`src/inc/vpf_pkg.sv`:
```
/*
 * Shared constants for the vector pin drive formatter: register map, field
 * positions, reset values, edge indices and the drive format encoding.
 * Assumes an APB master with 32-bit data and byte addresses.
 */
package vpf_pkg;

	// Number of placeable edges per pin.
	localparam int EDGE_N = 8;

	// Edge indices within one vector period.
	localparam logic [2:0] E_EN = 3'h0;
	localparam logic [2:0] E_DAT = 3'h1;
	localparam logic [2:0] E_RET = 3'h2;
	localparam logic [2:0] E_OFF = 3'h3;
	localparam logic [2:0] E_STB = 3'h4;
	localparam logic [2:0] E_DAT2 = 3'h5;
	localparam logic [2:0] E_RET2 = 3'h6;
	localparam logic [2:0] E_STB2 = 3'h7;

	// Drive formats selectable per time set.
	typedef enum logic [1:0]
	{
		non_return_format,
		return_low_format,
		return_high_format,
		complement_surround_format
	} vpf_fmt_t;

	// Register byte offsets.
	localparam logic [7:0] A_CTRL = 8'h00;
	localparam logic [7:0] A_PERIOD = 8'h04;
	localparam logic [7:0] A_EDGE0 = 8'h08;
	localparam logic [7:0] A_STATUS = 8'h28;
	localparam logic [7:0] A_STRIDE = 8'h04;

	// Control and status field positions.
	localparam int CTRL_RUN = 0;
	localparam int CTRL_FMT_LO = 1;
	localparam int CTRL_MULT_LO = 4;
	localparam int STAT_RUN = 16;
	localparam int FAIL_W = 16;

	// Reset values, and the multiplier from which two cycles are packed.
	localparam logic [15:0] PERIOD_RST = 16'h0010;
	localparam logic [3:0] MULT_RST = 4'h1;
	localparam logic [3:0] MULT_TWO = 4'h2;

endpackage

```
`src/inc/vpf_edge_if.sv`:
```
/*
 * Carrier between the formatter and its edge generator: active timing
 * context going down, period start and edge pulses coming back.
 * Assumes both ends share clk_sys.
 */
`timescale 1ns/1ps
interface vpf_edge_if #(parameter int TICK_W = 16);
	import vpf_pkg::*;
	logic run;
	logic [TICK_W-1:0] period;
	logic [EDGE_N-1:0][TICK_W-1:0] edge_time;
	logic start;
	logic [EDGE_N-1:0] fire;
	modport gen (input run, period, edge_time, output start, fire);
	modport fmt (output run, period, edge_time, input start, fire);
endinterface

```
`src/rtl/vpf_edge_gen.sv`:
```
/*
 * Period tick counter and edge comparators of the vector pin drive formatter.
 * Assumes period and edge times are stable from the formatter's registers; it
 * takes a copy of them at every period boundary.
 */
`timescale 1ns/1ps
module vpf_edge_gen #(parameter int TICK_W = 16)
(
	input wire logic clk_sys,
	input wire logic arst_n,
	vpf_edge_if.gen ev
);
	import vpf_pkg::*;

	typedef struct packed
	{
		logic [TICK_W-1:0] cnt;
		logic [TICK_W-1:0] per;
		logic [EDGE_N-1:0][TICK_W-1:0] edg;
		logic start;
		logic [EDGE_N-1:0] fire;
	} vpf_gen_st_t;

	vpf_gen_st_t st_ff;
	vpf_gen_st_t nxt_st;

	////////////////////////////////////////////////////////////////////////////
	// Counts ticks from the period start and fires each edge on a match.
	always_comb
	begin
		nxt_st = st_ff;
		nxt_st.start = 1'b0;
		nxt_st.fire = '0;
		if (ev.run)
		begin
			nxt_st.start = (st_ff.cnt == '0);
			for (int i = 0; i < EDGE_N; i++)
			begin
				nxt_st.fire[i] = (st_ff.cnt == st_ff.edg[i]);
			end
			// The context is copied only at the wrap, so a period is never mixed.
			if (({1'b0, st_ff.cnt} + 1'b1) >= {1'b0, st_ff.per})
			begin
				nxt_st.cnt = '0;
				nxt_st.per = ev.period;
				nxt_st.edg = ev.edge_time;
			end
			else
			begin
				nxt_st.cnt = st_ff.cnt + 1'b1;
			end
		end
		else
		begin
			nxt_st.cnt = '0;
			nxt_st.per = ev.period;
			nxt_st.edg = ev.edge_time;
		end
	end

	// Registers the whole state.
	always_ff @(posedge clk_sys or negedge arst_n)
	begin
		if (!arst_n)
			st_ff <= '0;
		else
			st_ff <= nxt_st;
	end

	assign ev.start = st_ff.start;
	assign ev.fire = st_ff.fire;
endmodule

```
`src/rtl/vpf_formatter.sv`:
```
/*
 * Per-pin vector drive formatter with an APB register file holding one time
 * set: format, edge multiplier, period and eight edge times.
 * Assumes the pattern sequencer presents the vector on the vec_ ports on
 * clk_sys and takes the next one on vec_take; pin_in comes from the pin.
 */
// Contract
// A time set selects non-return, return-low, return-high or complement-surround drive.
// The driver turns on at the enable edge only if the pin was left undriven.
// In complement-surround format the enable edge starts driving the inverted pattern value.
// The pin holds its last state until the data edge, then drives the pattern value.
// At the return edge the pin goes to the return value of the format.
// The driver turns off at the disable edge when the next vector is non-drive.
// With two packed cycles the second value is driven at the second data edge.
// With two packed cycles the second return edge moves the pin to the return value.
// Eight edges are placeable per pin as offsets from the period start.
// A time set holds an integer edge multiplier for cycles per period.
// A time set holds its own period, and all its edges refer to its start.
// Software updates change only the active context, not stored descriptions.
// The strobe edge sets when the comparator is sampled and checked.
// The second strobe edge sets the sampling moment of the second packed cycle.
// Edge times are tick counts, and an edge fires when the tick counter equals it.
// Software orders enable, data, return and disable within each cycle.
`timescale 1ns/1ps
module vpf_formatter #(parameter int TICK_W = 16, parameter int MULT_W = 4)
(
	input wire logic clk_sys,
	input wire logic arst_n,
	input wire logic psel,
	input wire logic penable,
	input wire logic pwrite,
	input wire logic [7:0] paddr,
	input wire logic [31:0] pwdata,
	output logic [31:0] prdata,
	output logic pready,
	output logic pslverr,
	input wire logic vec_drive,
	input wire logic vec_next_drive,
	input wire logic vec_data1,
	input wire logic vec_data2,
	input wire logic vec_cmp_en,
	output logic vec_take,
	input wire logic pin_in,
	output logic pin_out,
	output logic pin_oe,
	output logic cmp_fail
);
	import vpf_pkg::*;

	typedef struct packed
	{
		logic run;
		vpf_fmt_t fmt;
		logic [MULT_W-1:0] mult;
		logic [TICK_W-1:0] period;
		logic [EDGE_N-1:0][TICK_W-1:0] edg;
		logic [FAIL_W-1:0] fail_cnt;
		logic [31:0] prdata;
		logic pready;
		logic pslverr;
		vpf_fmt_t act_fmt;
		logic [MULT_W-1:0] act_mult;
		logic cur_drv;
		logic nxt_drv;
		logic d1;
		logic d2;
		logic cmp;
		logic pin_meta;
		logic pin_sync;
		logic pin_out;
		logic pin_oe;
		logic fail;
		logic take;
	} vpf_st_t;

	vpf_st_t st_ff;
	vpf_st_t nxt_st;

	vpf_edge_if #(.TICK_W(TICK_W)) ev ();

	////////////////////////////////////////////////////////////////////////////
	// Address decoding helpers.

	// True for an aligned address inside the edge time block.
	function automatic logic is_edge(input logic [7:0] a);
		is_edge = (a >= A_EDGE0) && (a < A_EDGE0 + 8'(EDGE_N) * A_STRIDE) &&
			(a[1:0] == 2'h0);
	endfunction

	// Index of an edge time register.
	function automatic logic [2:0] edge_idx(input logic [7:0] a);
		logic [7:0] d;
		d = a - A_EDGE0;
		edge_idx = d[4:2];
	endfunction

	// True for any mapped register.
	function automatic logic addr_ok(input logic [7:0] a);
		addr_ok = is_edge(a) || a == A_CTRL || a == A_PERIOD || a == A_STATUS;
	endfunction

	// Value the pin returns to after a data edge.
	function automatic logic ret_val(input vpf_fmt_t f, input logic v);
		case (f)
			non_return_format: ret_val = v;
			return_low_format: ret_val = 1'b0;
			return_high_format: ret_val = 1'b1;
			complement_surround_format: ret_val = ~v;
			default: ret_val = v;
		endcase
	endfunction

	////////////////////////////////////////////////////////////////////////////
	// Edge generator.

	vpf_edge_gen #(.TICK_W(TICK_W)) u_gen
	(
		.clk_sys(clk_sys),
		.arst_n(arst_n),
		.ev(ev)
	);

	// The generator sees the software-written context directly.
	assign ev.run = st_ff.run;
	assign ev.period = st_ff.period;
	assign ev.edge_time = st_ff.edg;

	////////////////////////////////////////////////////////////////////////////
	// Next-state logic: APB slave, vector take, pin drive and compare.
	always_comb
	begin
		logic setup;
		logic acc;
		logic drv;
		logic two;
		setup = psel && !penable;
		acc = psel && penable && st_ff.pready;
		drv = 1'b0;
		two = 1'b0;
		nxt_st = st_ff;
		nxt_st.pin_meta = pin_in;
		nxt_st.pin_sync = st_ff.pin_meta;
		nxt_st.fail = 1'b0;
		nxt_st.take = 1'b0;

		// The answer is prepared in the setup cycle so pready stands in access.
		nxt_st.pready = setup;
		nxt_st.pslverr = setup && !addr_ok(paddr);
		if (setup)
		begin
			case (paddr)
				A_CTRL:
					nxt_st.prdata = 32'({st_ff.mult, 1'b0, st_ff.fmt, st_ff.run});
				A_PERIOD:
					nxt_st.prdata = 32'(st_ff.period);
				A_STATUS:
					nxt_st.prdata = 32'({st_ff.run, st_ff.fail_cnt});
				default:
					nxt_st.prdata = is_edge(paddr) ? 32'(st_ff.edg[edge_idx(paddr)]) : 32'h0;
			endcase
		end

		// Writes land in the active context only; see.
		if (acc && pwrite && addr_ok(paddr))
		begin
			case (paddr)
				A_CTRL:
				begin
					nxt_st.run = pwdata[CTRL_RUN];
					nxt_st.fmt = vpf_fmt_t'(pwdata[CTRL_FMT_LO +: 2]);
					nxt_st.mult = pwdata[CTRL_MULT_LO +: MULT_W];
				end
				A_PERIOD:
					nxt_st.period = pwdata[TICK_W-1:0];
				A_STATUS:
					nxt_st.fail_cnt = '0;
				default:
					nxt_st.edg[edge_idx(paddr)] = pwdata[TICK_W-1:0];
			endcase
		end

		// At the period start the next vector and the format are taken.
		if (ev.start)
		begin
			nxt_st.take = 1'b1;
			nxt_st.act_fmt = st_ff.fmt;
			nxt_st.act_mult = st_ff.mult;
			nxt_st.cur_drv = vec_drive;
			nxt_st.nxt_drv = vec_next_drive;
			nxt_st.d1 = vec_data1;
			nxt_st.d2 = vec_data2;
			nxt_st.cmp = vec_cmp_en;
		end
		drv = nxt_st.cur_drv;
		two = nxt_st.act_mult >= MULT_TWO;

		// Drive edges; a later edge in the same tick wins.
		if (drv)
		begin
			if (ev.fire[E_EN] && !st_ff.pin_oe)
			begin
				nxt_st.pin_oe = 1'b1;
			end
			if (ev.fire[E_EN] && nxt_st.act_fmt == complement_surround_format)
			begin
				nxt_st.pin_oe = 1'b1;
				nxt_st.pin_out = ~nxt_st.d1;
			end
			if (ev.fire[E_DAT])
			begin
				nxt_st.pin_out = nxt_st.d1;
			end
			if (ev.fire[E_RET])
			begin
				nxt_st.pin_out = ret_val(nxt_st.act_fmt, nxt_st.d1);
			end
			if (two && ev.fire[E_DAT2])
			begin
				nxt_st.pin_out = nxt_st.d2;
			end
			if (two && ev.fire[E_RET2])
			begin
				nxt_st.pin_out = ret_val(nxt_st.act_fmt, nxt_st.d2);
			end
		end
		if (ev.fire[E_OFF] && !nxt_st.nxt_drv)
		begin
			nxt_st.pin_oe = 1'b0;
		end

		// Compare strobes on non-drive vectors check the synchronised pin.
		if (!drv && nxt_st.cmp)
		begin
			if (ev.fire[E_STB] && st_ff.pin_sync != nxt_st.d1)
			begin
				nxt_st.fail = 1'b1;
			end
			if (two && ev.fire[E_STB2] && st_ff.pin_sync != nxt_st.d2)
			begin
				nxt_st.fail = 1'b1;
			end
		end

		// A failure in the clearing cycle still counts; the count saturates.
		if (nxt_st.fail && nxt_st.fail_cnt != '1)
		begin
			nxt_st.fail_cnt = nxt_st.fail_cnt + 1'b1;
		end
	end

	////////////////////////////////////////////////////////////////////////////
	// State register.
	always_ff @(posedge clk_sys or negedge arst_n)
	begin
		if (!arst_n)
		begin
			st_ff <= '0;
			st_ff.period <= PERIOD_RST[TICK_W-1:0];
			st_ff.mult <= MULT_RST[MULT_W-1:0];
			st_ff.act_mult <= MULT_RST[MULT_W-1:0];
		end
		else
		begin
			st_ff <= nxt_st;
		end
	end

	// Outputs come straight from the state register.
	assign prdata = st_ff.prdata;
	assign pready = st_ff.pready;
	assign pslverr = st_ff.pslverr;
	assign vec_take = st_ff.take;
	assign pin_out = st_ff.pin_out;
	assign pin_oe = st_ff.pin_oe;
	assign cmp_fail = st_ff.fail;
endmodule

```
`config.mk`:
```
export PLATFORM = sky130hd
export DESIGN_NAME = vpf_formatter
export DESIGN_NICKNAME = d
export VERILOG_FILES = /design/src/inc/vpf_pkg.sv /design/src/inc/vpf_edge_if.sv /design/src/rtl/vpf_edge_gen.sv /design/src/rtl/vpf_formatter.sv
export SDC_FILE = /design/constraint.sdc
export NUM_CORES = 1
export LEC_CHECK = 0
export BUFFER_PORTS_ARGS = -buffer_cell sky130_fd_sc_hd__buf_2
export CORE_MARGIN = 2
export CORE_UTILIZATION = 56
export DETAILED_ROUTE_END_ITERATION = 8
export PLACE_DENSITY = 0.77
export SKIP_CTS_REPAIR_TIMING = 1
export SLEW_MARGIN = 20
export SYNTH_ARGS = -nofsm -noshare
export SYNTH_HDL_FRONTEND = slang
export SYNTH_HIERARCHICAL = 1
export SYNTH_SLANG_ARGS = --single-unit
```
`constraint.sdc`:
```
create_clock -name clk_sys -period 3.39 [get_ports clk_sys]
set_clock_uncertainty 0.15 [all_clocks]
set_input_delay 0.339 -clock clk_sys [delete_from_list [all_inputs] [get_ports clk_sys]]
set_output_delay 0.339 -clock clk_sys [all_outputs]
set_load 0.05 [all_outputs]
```
After elaboration in Yosys (flattened, before gate mapping):

Index checks and enable logic that the tools add are counted.

* equality and inequality tests: 17
* multiplexer cells: 29
* reduce and logical (&&, ||, !) cells: 40
* bitwise logic cells: 3
* $add $sub $neg: 4
* magnitude comparators: 6

Operators with widths (count)
* $mux W160: 1
* $mux W144: 1
* $bwmux W128: 1
* $eq A16 B16 Y1: 8
* $mux W16: 7
* $pmux W17 S3: 1
* $bmux W16 S3: 1
* $demux W16 S3: 1
* $add A16 B1 Y16 const B: 2
* $logic_and A1 B1 Y1: 19
* $add A16 B1 Y17 const B: 1
* $ge A17 B16 Y1: 1
* $logic_not A16 Y1: 1
* $ne A16 B16 Y1 const B: 1
* $mux W1: 11
* $mux W11: 1
* $reduce_and A2 Y1: 5
* $mux W9: 1
* $eq A8 B3 Y1 const B: 1
* $eq A8 B6 Y1 const B: 1
* $ge A8 B4 Y1 const B: 1
* $logic_not A8 Y1: 1
* $lt A8 B6 Y1 const B: 1
* $pmux W1 S4: 2
* other kinds (17): 28

* word-level logic and storage cells: 140
* register bits after elaboration: 387
* bits of input ports: 51
* output and inout bits: 38

Logic depth before layout (Yosys ltp):

Gate-level depths: netlist of run 1.

* word-level depth: 11
* depth in mapped cells: 15
* gate-level depth less buffers: 11

Hierarchy:

The synthesis of run 1 kept the hierarchy.

Modules (own cells, without submodules)
* vpf_formatter: times used 1, sequential area each 5057.4 um2, cells an instance 707, area each 9786.9 um2
* vpf_edge_gen: times used 1, sequential area each 4229.1 um2, cells an instance 652, area each 8767.2 um2

Worst setup path after synthesis of run 1:

Ideal clock, no wire load.

* kind: register -> register
* from: register u_gen/st_ff[158] in the netlist's numbering
* to: register u_gen/st_ff[100] in the netlist's numbering
* setup time: 0.125 ns
* buffers on the path: 5
* slack: -0.023 ns
* data required time: 3.115 ns
* clock period less this slack: 3.413 ns
* arrival: 3.138 ns
* cell stages (with the launch flop): 15
* path through: dfrtp_1 clkbuf_1 buf_1 nand4_1 xnor2_1 ha_1 a211oi_2 nor2_1 a2111o_1 nand2_1 and4_1 buf_6 buf_12 buf_12 mux2_4

* longest elaborated chain between the ends: 3

Ends and longest elaborated chain
* start, declared: line vpf_edge_gen.sv:24 `vpf_gen_st_t st_ff;`
* start signal, assigned: line vpf_edge_gen.sv:67 `st_ff <= nxt_st;`
* $add A16 B1 Y17: line vpf_edge_gen.sv:42 `if (({1'b0, st_ff.cnt} + 1'b1) >= {1'b0, st_ff.per})`
* $ge A17 B16 Y1: line vpf_edge_gen.sv:42
* $ne A2 B1 Y1 (no line)

No other way between the ends.
A chain may end at the register's enable or synchronous reset.

Worst setup path in the final report of run 1:

* from: register u_gen/st_ff[159] in the netlist's numbering
* to: register u_gen/st_ff[44] in the netlist's numbering

The elaborated chain is that of the path after synthesis.

==> results.cfg, run 1 <==
[floorplan]
start_util = 0.569
rows = 66
coreArea_sq_um = 32600
io_pins = 89
dieHeight_microns = 186
die-area_sq_um = 34600
die_w_microns = 186

[detailed_routing]
antenna_left = 0
routedWlPerCell_microns = 25.3
drtIter0Drc = 996
vias = 11600
drc = 0
vias_per_cell = 6.08
drt_pass1_iterations = 8
drt_wl_total_microns = 48400

[setup_path]
crit_slowest_cell = a2111o_1
required_ns = 3.64
cp_cell_sequence = buf_4 -> nand3_1 -> nor2_1 -> xor2_1 -> ha_1 -> and4_1 -> a2111o_1 -> nand2_1 -> and4_4 -> buf_12 -> buf_12 -> clkbuf_16 -> mux2_4
cp-start-kind = flop
cp-end-kind = flop
critPathLaunch = u_gen/st_ff[159]
crit_top_cell = buf_12
worstSetupPathType = flop to flop
cp_max_fo = 12
arrival_ns = 3.80
r2r-start = u_gen/st_ff[159]
critPathMaxStageDelay_ns = 0.40

[global_routing]
grt_pass1_wl_microns = 71100
overflow = 0
grt_use_total = 0.279
grt_pass1_vias = 11500
grt_antenna_before_repair = 0
grt_max_degree = 81

[synth]
synthFlopType = dfrtp_1
async_reset_ff_frac = 1.00
syn_area_per_cell_sq_um = 13.7
ys_seq_area_frac = 0.501
ys_ff_latch = 371
yosys.cell_types.count = 59
synth_edf_count = 0
syn_inst = 1359
ys_warn_count = 6
syn-cell-area_sq_um = 18600

[cts]
clock_latency_ns = 0.53
clock-sinks = 371
cts_tree = built
clockRootBuffer = clkbuf_16
ctsHtreeMaxLevel = 2
cts-buffers-inserted = 39
clkSlewWorstSetupHoldPaths_ns = 0.07
clock_path_buffers = 3

[timing]
whs_ns = -0.00874
relSlewSlack = 0.278
setup_violations = 143
worst_slew_pin_slew_ns = 1.08
worst_slack_ns = -0.159
maxSlewViolCount = 0
finalCritPeriodShare = 1.05
rsz0062_at_grt = true
hold_viol = 1
clock.fmax_mhz = 282
post-route-min-period_ns = 3.55

[finish]
fin_nets = 1518
drive_gt1_frac = 0.397
ff_latch_area_sq_um = 9290
antenna_cells = 0
final_core_util = 0.651
multi_input_area_sq_um = 8580
area_growth_syn_to_layout_pct = 14.4
fillers = 2276

[hold_path]
hp-start = paddr[5]
worstHoldPathType = primary input to flop

[run]
cap_viol_max_count = 0

[power_and_ir_drop]
vdd_drop_max_mv = 0.380
p_leak_uw = 0.0111
power_density_nw_per_um2 = 447
p_total_uw = 9490

[run_status]
violations = hold timing, setup timing
run_status = finished, violations left

[placed_design]
port_buffers = 57
gp_congestion = 0.934
dp_hpwl_microns = 33100
## placed cells by master (no fill, tap or decap), types with 8 or more instances in the layout
cell / synthesis / final
nor2_1: 44 / 41
dfrtp_1: 369 / 368
ha_1: 23 / 21
nand3_1: 16 / 14
nor4_1: 29 / 29
and2_1: 18 / 17
o31ai_1: 8 / 8
xor2_1: 135 / 133
buf_2: 5 / 56
conb_1: 1 / 15
mux2_4: 124 / 161
nand4_1: 25 / 25
o21ai_0: 9 / 8
xnor2_1: 9 / 8
a221oi_1: 11 / 11
clkbuf_8: 0 / 12
nand2_1: 27 / 27
mux4_2: 32 / 32
clkbuf_16: 0 / 43
buf_4: 46 / 55
inv_1: 26 / 26
buf_12: 13 / 16
a21oi_1: 30 / 29
nor3_1: 22 / 21
mux2_2: 194 / 157
## sequential cells by signal (all words and copies together) (netlist names)
name / count
cmp_fail: 1
ev.run: 1
u_gen/ev.fire: 8
ev.period: 16
prdata: 17
pslverr: 1
nxt_st: 1
ev.edge_time: 128
pin_out: 1
vec_take: 1
pready: 1
st_ff: 33
u_gen/st_ff: 160
pin_oe: 1
u_gen/ev.start: 1
## cells in the mapped netlist, drive strengths merged, types with 6 or more instances
library cell | number | area share
and2 | 18 | 0.0061
a221o | 7 | 0.0038
xnor2 | 9 | 0.0042
mux2 | 318 | 0.22
buf | 88 | 0.041
a21oi | 30 | 0.0081
a221oi | 11 | 0.0052
or4 | 7 | 0.0028
nand2 | 27 | 0.0055
nor3 | 22 | 0.0059
clkbuf | 31 | 0.0063
nand3 | 16 | 0.0043
o31ai | 8 | 0.0032
nor4 | 29 | 0.0098
and4 | 8 | 0.0038
nand4 | 25 | 0.0084
dfrtp | 369 | 0.50
mux4 | 32 | 0.039
inv | 26 | 0.0053
o21ai | 9 | 0.0024
xor2 | 135 | 0.064
nor2 | 44 | 0.0089
ha | 23 | 0.016
or3 | 6 | 0.0023
## kinds of logic (layout without fill, tap and decap cells)
kind of cell	Yosys count	count (layout)	synth area share
flip-flops	371	371	0.501
adder cells (fa/ha/maj)	23	23	0.0155
AND/OR/NAND/NOR	230	230	0.0689
XOR/XNOR	144	144	0.0680
AO/OA/AOI/OAI	89	89	0.0342
buffers and inverters	146	244	0.0531
multiplexers	355	355	0.260
other	1	15	0.000202
## critical path, delay by kind of cell, from the launching register on
family / cells / cell delay, ns
multiplexers: 1 / 0.30
adder cells (fa/ha/maj): 1 / 0.30
AND/OR/NAND/NOR: 5 / 0.86
flip-flops: 1 / 0.38
buffers and inverters: 4 / 0.74
XOR/XNOR: 1 / 0.27
AO/OA/AOI/OAI: 1 / 0.40
## cell type report
class / count / share of cell area
sequential: 371 / 0.437
multi-input combinational: 856 / 0.404
timing repair buffer: 149 / 0.0641
clock buffer: 54 / 0.0543
tap: 442 / 0.0260
clock inverter: 14 / 0.00949
inverter: 27 / 0.00477
## power by group
| part | internal [uW] | switching (uW) | leakage, uW |
|---|---|---|---|
| sequential | 4470 | 29.2 | 0.00513 |
| clock | 2750 | 1750 | 0.000673 |
| combinational | 128 | 366 | 0.00525 |
| total | 7350 | 2150 | 0.0111 |
## worst paths after layout
check	endpoint	slack [ns]	cells after the start
hold / removal	pslverr	-0.009	3
setup / recovery	u_gen/st_ff[44]	-0.16	13
min in group asynchronous	u_gen/st_ff[119]	0.27	2
setup reg to reg	u_gen/st_ff[44]	-0.16	13
hold reg to reg	st_ff[4]	0.21	0
max in group asynchronous	u_gen/st_ff[90]	1.95	3
## per-stage QoR
stage | setup slack (ns) | hold WS, ns | TNS [ns] | cell area (sq um) | cells
5_1_grt | -0.205 | 0.00820 | -19.02 | 21200 | 1913
2_1_floorplan | 0.0854 | -0.107 | 0 | 18600 | 1373
4_1_cts | -0.106 | -0.301 | -6.74 | 20600 | 1892
3_3_place_gp | -0.00872 | 0.192 | -0.109 | 19300 | 1824
6_report | -0.159 | -0.00874 | -12.06 | 21200 | 1913
3_5_place_dp | -0.0654 | 0.202 | -2.24 | 19300 | 1824
## layer usage
metal  routed length [microns]  global-route usage  vias to the layer above
li1                          -                   -                     5010
met1                     20200               0.384                     6119
met2                     23300               0.448                      407
met3                      3160              0.0493                       89
met4                      1720               0.101                        0
met5                         0                   0                        -
Note: power is estimated with default switching activity, not from simulation.
==> inputs of run 2 (changes only) <==
BUFFER_PORTS_ARGS = not set   (was -buffer_cell sky130_fd_sc_hd__buf_2)
CORE_MARGIN = 8   (was 2)
CORE_UTILIZATION = 58   (was 56)
DONT_BUFFER_PORTS = 1   (was not set)
PLACE_DENSITY = 0.76   (was 0.77)
==> run 2 against run 1 <==
- the flow still finishes with violations (hold timing, setup timing)
- cell area fell by 1.5%
- utilization increased by 1.2 points
- total power is 4.7% lower
- maximum frequency increased by 2.6%
- critical path type unchanged
==> results.cfg, run 2 (same netlist as run 1, synthesis figures left out) <==
[finish]
fin_nets = 1467
final_cell_mix = 368 x dfrtp_1, 162 x mux2_4, 156 x mux2_2, 131 x xor2_1, 48 x clkbuf_16
fillers = 2153
drive_gt1_frac = 0.359
layout_commonest_cell = dfrtp_1
largest_reg_flops = 160
regMostFlops = u_gen/st_ff
ff_latch_area_sq_um = 9290
multi_input_area_sq_um = 8570
area_growth_syn_to_layout_pct = 12.7
fin_area_sq_um = 20900

[detailed_routing]
antenna_left = 0
drc = 0
vias_per_cell = 6.26
vias = 11400
routedWlPerCell_microns = 26.7
drtIter0Drc = 967
drt_pass1_iterations = 6
drt_wl_total_microns = 48500

[power_and_ir_drop]
p_int_uw = 7040
seq_power_share = 0.507
vdd_drop_max_mv = 0.382
p_leak_uw = 0.0108
clock_power_share = 0.465
power_density_nw_per_um2 = 433
swShare = 0.221
switchingPower_uw = 2000
p_comb_frac = 0.028

[cts]
clockRootBuffer = clkbuf_16
clock_latency_ns = 0.54
cts-buffers-inserted = 39
ctsHtreeMaxLevel = 2
clock-sinks = 371
clock_path_buffers = 3
cts_tree = built
clkSlewWorstSetupHoldPaths_ns = 0.06

[global_routing]
grt_max_degree = 372
grt_antenna_before_repair = 5
grt_use_total = 0.244
grt_pass1_wl_microns = 71400
grt_pass1_vias = 11500
overflow = 0

[setup_path]
worstRegToRegCells = 13
r2r-start = u_gen/st_ff[154]
arrival_ns = 3.71
critPathMaxStageDelay_ns = 0.42
cp-start-kind = flop
r2r_end = u_gen/st_ff[55]
rrSetupSlack_ns = -0.07
worstSetupPathType = flop to flop
critPathLaunch = u_gen/st_ff[154]
crit_top_cell = buf_6
cp_cell_sequence = ha_4 -> buf_6 -> nand4_1 -> xnor2_2 -> ha_1 -> buf_6 -> and4_1 -> a2111o_1 -> nand2_1 -> and4_4 -> buf_12 -> clkbuf_16 -> mux2_4
cp-end-kind = flop
cp_max_fo = 7
crit_slowest_cell = dfrtp_2
required_ns = 3.64

[timing]
maxSlewViolCount = 0
whs_ns = -0.610
relSlewSlack = 0.267
rsz0062_at_grt = true
post-route-min-period_ns = 3.46
hold_viol = 369
setup_tns_ns = -4.14
clock.fmax_mhz = 289
worst_slew_pin_slew_ns = 1.10
setup_violations = 122
finalCritPeriodShare = 1.02
worst_slack_ns = -0.0697

[floorplan]
rows = 65
dieHeight_microns = 195
io_pins = 89
coreArea_sq_um = 31600
die_w_microns = 195
die-area_sq_um = 38000
start_util = 0.588

[placed_design]
dp_hpwl_microns = 32500
place_area_sq_um = 18800
port_buffers = 0
gp_congestion = 0.911

[run_status]
violations = hold timing, setup timing
run_status = finished, violations left

[run]
cap_viol_max_count = 0

[hold_path]
worstHoldPathType = primary input to async pin
-- run 2: worst max-delay path: cells and delay by family (launching register included) --
kind | cells | cell delay [ns]
mux | 1 | 0.29
simple gates | 4 | 0.76
xor+xnor | 1 | 0.18
buf+inv | 4 | 0.60
fa+ha+maj | 2 | 0.51
flops | 1 | 0.42
compound gates | 1 | 0.42
-- run 2: metal layers --
layer,wire length [microns],GRT usage,vias to the layer above
met5,53,0,-
met4,1970,0.0971,8
met3,3180,0.0415,116
met2,23300,0.407,411
met1,20100,0.316,5962
li1,-,-,4898
-- run 2: worst max path at each step --
stage,to
global placement,u_gen/st_ff[124]
finish,u_gen/st_ff[55]
detailed placement,u_gen/st_ff[125]
floorplan,u_gen/st_ff[100]
CTS,u_gen/st_ff[125]
global route,u_gen/st_ff[55]
-- run 2: power groups by stage --
stage                     clock, uW  sequential (uW)  combinational [uW]
final                          4210             4590                 254
after global routing           4440             4590                 268
after CTS                      4260             4590                 190
after detailed placement          0             4670                 189
after global placement            0             4660                 185
after floorplan                   0             4580                 307
-- run 2: layout make-up --
| class | instances | area share |
|---|---|---|
| Tap cell | 402 | 0.0241 |
| Antenna cell | 1 | 0.000120 |
| Sequential cell | 371 | 0.444 |
| Clock inverter | 13 | 0.00652 |
| Inverter | 27 | 0.00485 |
| Timing Repair Buffer | 98 | 0.0564 |
| Multi-Input combinational cell | 856 | 0.410 |
| Clock buffer | 51 | 0.0537 |
-- run 2: metrics by stage --
| step | worst slack, ns | power [uW] | cells | util |
|---|---|---|---|---|
| final | -0.0697 | 9050 | 1819 | 0.663 |
| after detailed placement | -0.103 | 4850 | 1715 | 0.597 |
| after floorplan | 0.0854 | 4880 | 1373 | - |
| after global placement | -0.0202 | 4850 | 1715 | 0.597 |
| after global routing | -0.156 | 9300 | 1818 | 0.662 |
| after CTS | -0.134 | 9040 | 1779 | 0.637 |
==> inputs of run 3 (changes only) <==
CELL_PAD_IN_SITES_DETAIL_PLACEMENT = 1   (was not set)
CELL_PAD_IN_SITES_GLOBAL_PLACEMENT = 2   (was not set)
CORE_ASPECT_RATIO = 1.1   (was not set)
CORE_UTILIZATION = 42   (was 58)
GPL_TIMING_DRIVEN = 0   (was not set)
PLACE_DENSITY = not set   (was 0.76)
PLACE_DENSITY_LB_ADDON = 0.1   (was not set)
==> run 3 against run 2 <==
- the run still ends with hold timing, setup timing left
- largest power group is now the clock network
- worst setup slack worse by 0.13 ns
- maximum frequency fell by 3.6%
- die area rose by 35%
- via count grew 0.59%
- critical path depth did not move
- cell area rose by 3.0%
- total power grew 6.3%
- first-iteration DRC count decreased by 22%
- cell count rose by 13%
- register-to-register slack got worse by 0.13 ns
- combinational power grew 65%
==> results.cfg, run 3 (same netlist as run 1, synthesis figures left out) <==
[run_status]
run_status = finished, violations left
violations = hold timing, setup timing

[finish]
layout_commonest_cell = dfrtp_1
final_cell_mix = 367 x dfrtp_1, 192 x mux2_2, 133 x xor2_1, 126 x mux2_4, 58 x clkbuf_16
ff_latch_area_sq_um = 9290
largest_reg_flops = 160
area_growth_syn_to_layout_pct = 16.0
fin_nets = 1531
multi_input_area_sq_um = 8430
drive_gt1_frac = 0.369
fillers = 4328
regMostFlops = u_gen/st_ff
fin_cells = 2060

[floorplan]
dieHeight_microns = 236
die-area_sq_um = 51200
die_w_microns = 216
coreArea_sq_um = 43500
io_pins = 89
start_util = 0.426
rows = 80

[cts]
clockRootBuffer = clkbuf_16
clock-sinks = 371
clock_latency_ns = 0.57
ctsHtreeMaxLevel = 2
cts-buffers-inserted = 44
clkSlewWorstSetupHoldPaths_ns = 0.06
clock_path_buffers = 3
cts_tree = built

[timing]
whs_ns = -0.651
setup_tns_ns = -21.46
rsz0062_at_grt = true
finalCritPeriodShare = 1.06
post-route-min-period_ns = 3.59
worst_slack_ns = -0.199
worst_slew_pin_slew_ns = 1.15
hold_viol = 372
clock.fmax_mhz = 279
setup_violations = 144
relSlewSlack = 0.230
maxSlewViolCount = 0

[global_routing]
overflow = 0
grt_pass1_wl_microns = 84900
grt_pass1_vias = 12400
grt_max_degree = 372
grt_antenna_before_repair = 2
grt_use_total = 0.223

[detailed_routing]
drt_wl_total_microns = 59100
drc = 0
drtIter0Drc = 751
vias_per_cell = 5.56
vias = 11500
routedWlPerCell_microns = 28.7
drt_pass1_iterations = 5
antenna_left = 0

[setup_path]
cp_max_fo = 10
cp-start-kind = flop
worstSetupPathType = flop to flop
arrival_ns = 3.89
required_ns = 3.69
cp-end-kind = flop

[placed_design]
place_inst = 1947
pre_cts_ws_ns = -1.19
gp_congestion = 0.844
port_buffers = 0
dp_hpwl_microns = 41900

[hold_path]
worstHoldPathType = primary input to async pin

[power_and_ir_drop]
p_leak_uw = 0.0110
vdd_drop_max_mv = 0.377
power_density_nw_per_um2 = 447

[run]
cap_viol_max_count = 0
run 3: final timing paths:
path,startpoint,endpoint,slack [ns],cells past startpoint
worst min register to register,nxt_st[4],st_ff[4],0.21,0
max in group asynchronous,arst_n,u_gen/st_ff[158],2.76,0
worst min-delay path,arst_n,vec_take,-0.65,0
worst max register to register,u_gen/st_ff[157],u_gen/st_ff[74],-0.20,13
worst max-delay path,u_gen/st_ff[157],u_gen/st_ff[74],-0.20,13
min in group clk_sys,vec_cmp_en,cmp_fail,-0.01,2
run 3: cell type report:
type | instances | share of cell area
Clock inverter | 7 | 0.00413
Antenna cell | 1 | 0.000116
Multi-Input combinational cell | 856 | 0.392
Clock buffer | 67 | 0.0613
Timing Repair Buffer | 39 | 0.0270
Buffer | 118 | 0.0463
Sequential cell | 371 | 0.431
Tap cell | 574 | 0.0334
Inverter | 27 | 0.00471
run 3: worst max-delay path, stage by stage, from the launching register on:
cell and delay [ns]:
dfrtp_2 0.47, buf_6 0.24, nand4_1 0.17, xnor2_2 0.24, ha_1 0.31, a211oi_2 0.22
nor2_1 0.07, a2111o_1 0.41, nand2_1 0.08, and4_2 0.25, buf_6 0.17, clkbuf_16 0.20
clkbuf_16 0.17, mux2_4 0.29
run 3: where the power goes:
| part | internal [uW] | total (uW) | switching, uW |
|---|---|---|---|
| combinational | 136 | 418 | 282 |
| clock | 2810 | 4690 | 1880 |
| sequential | 4470 | 4510 | 36.0 |
run 3: stage by stage:
step / utilization / power (uW) / instance area, sq um
floorplan: - / 4880 / 18600
global placement: 0.444 / 4970 / 19300
detailed placement: 0.444 / 4970 / 19300
CTS: 0.476 / 9700 / 20700
global route: 0.494 / 9910 / 21500
finish: 0.494 / 9620 / 21500
run 3: per-layer routing:
layer	share of wire	GRT usage
met1	0.42	0.281
met3	0.025	0.0256
met2	0.52	0.397
met5	0	0
met4	0.031	0.0642
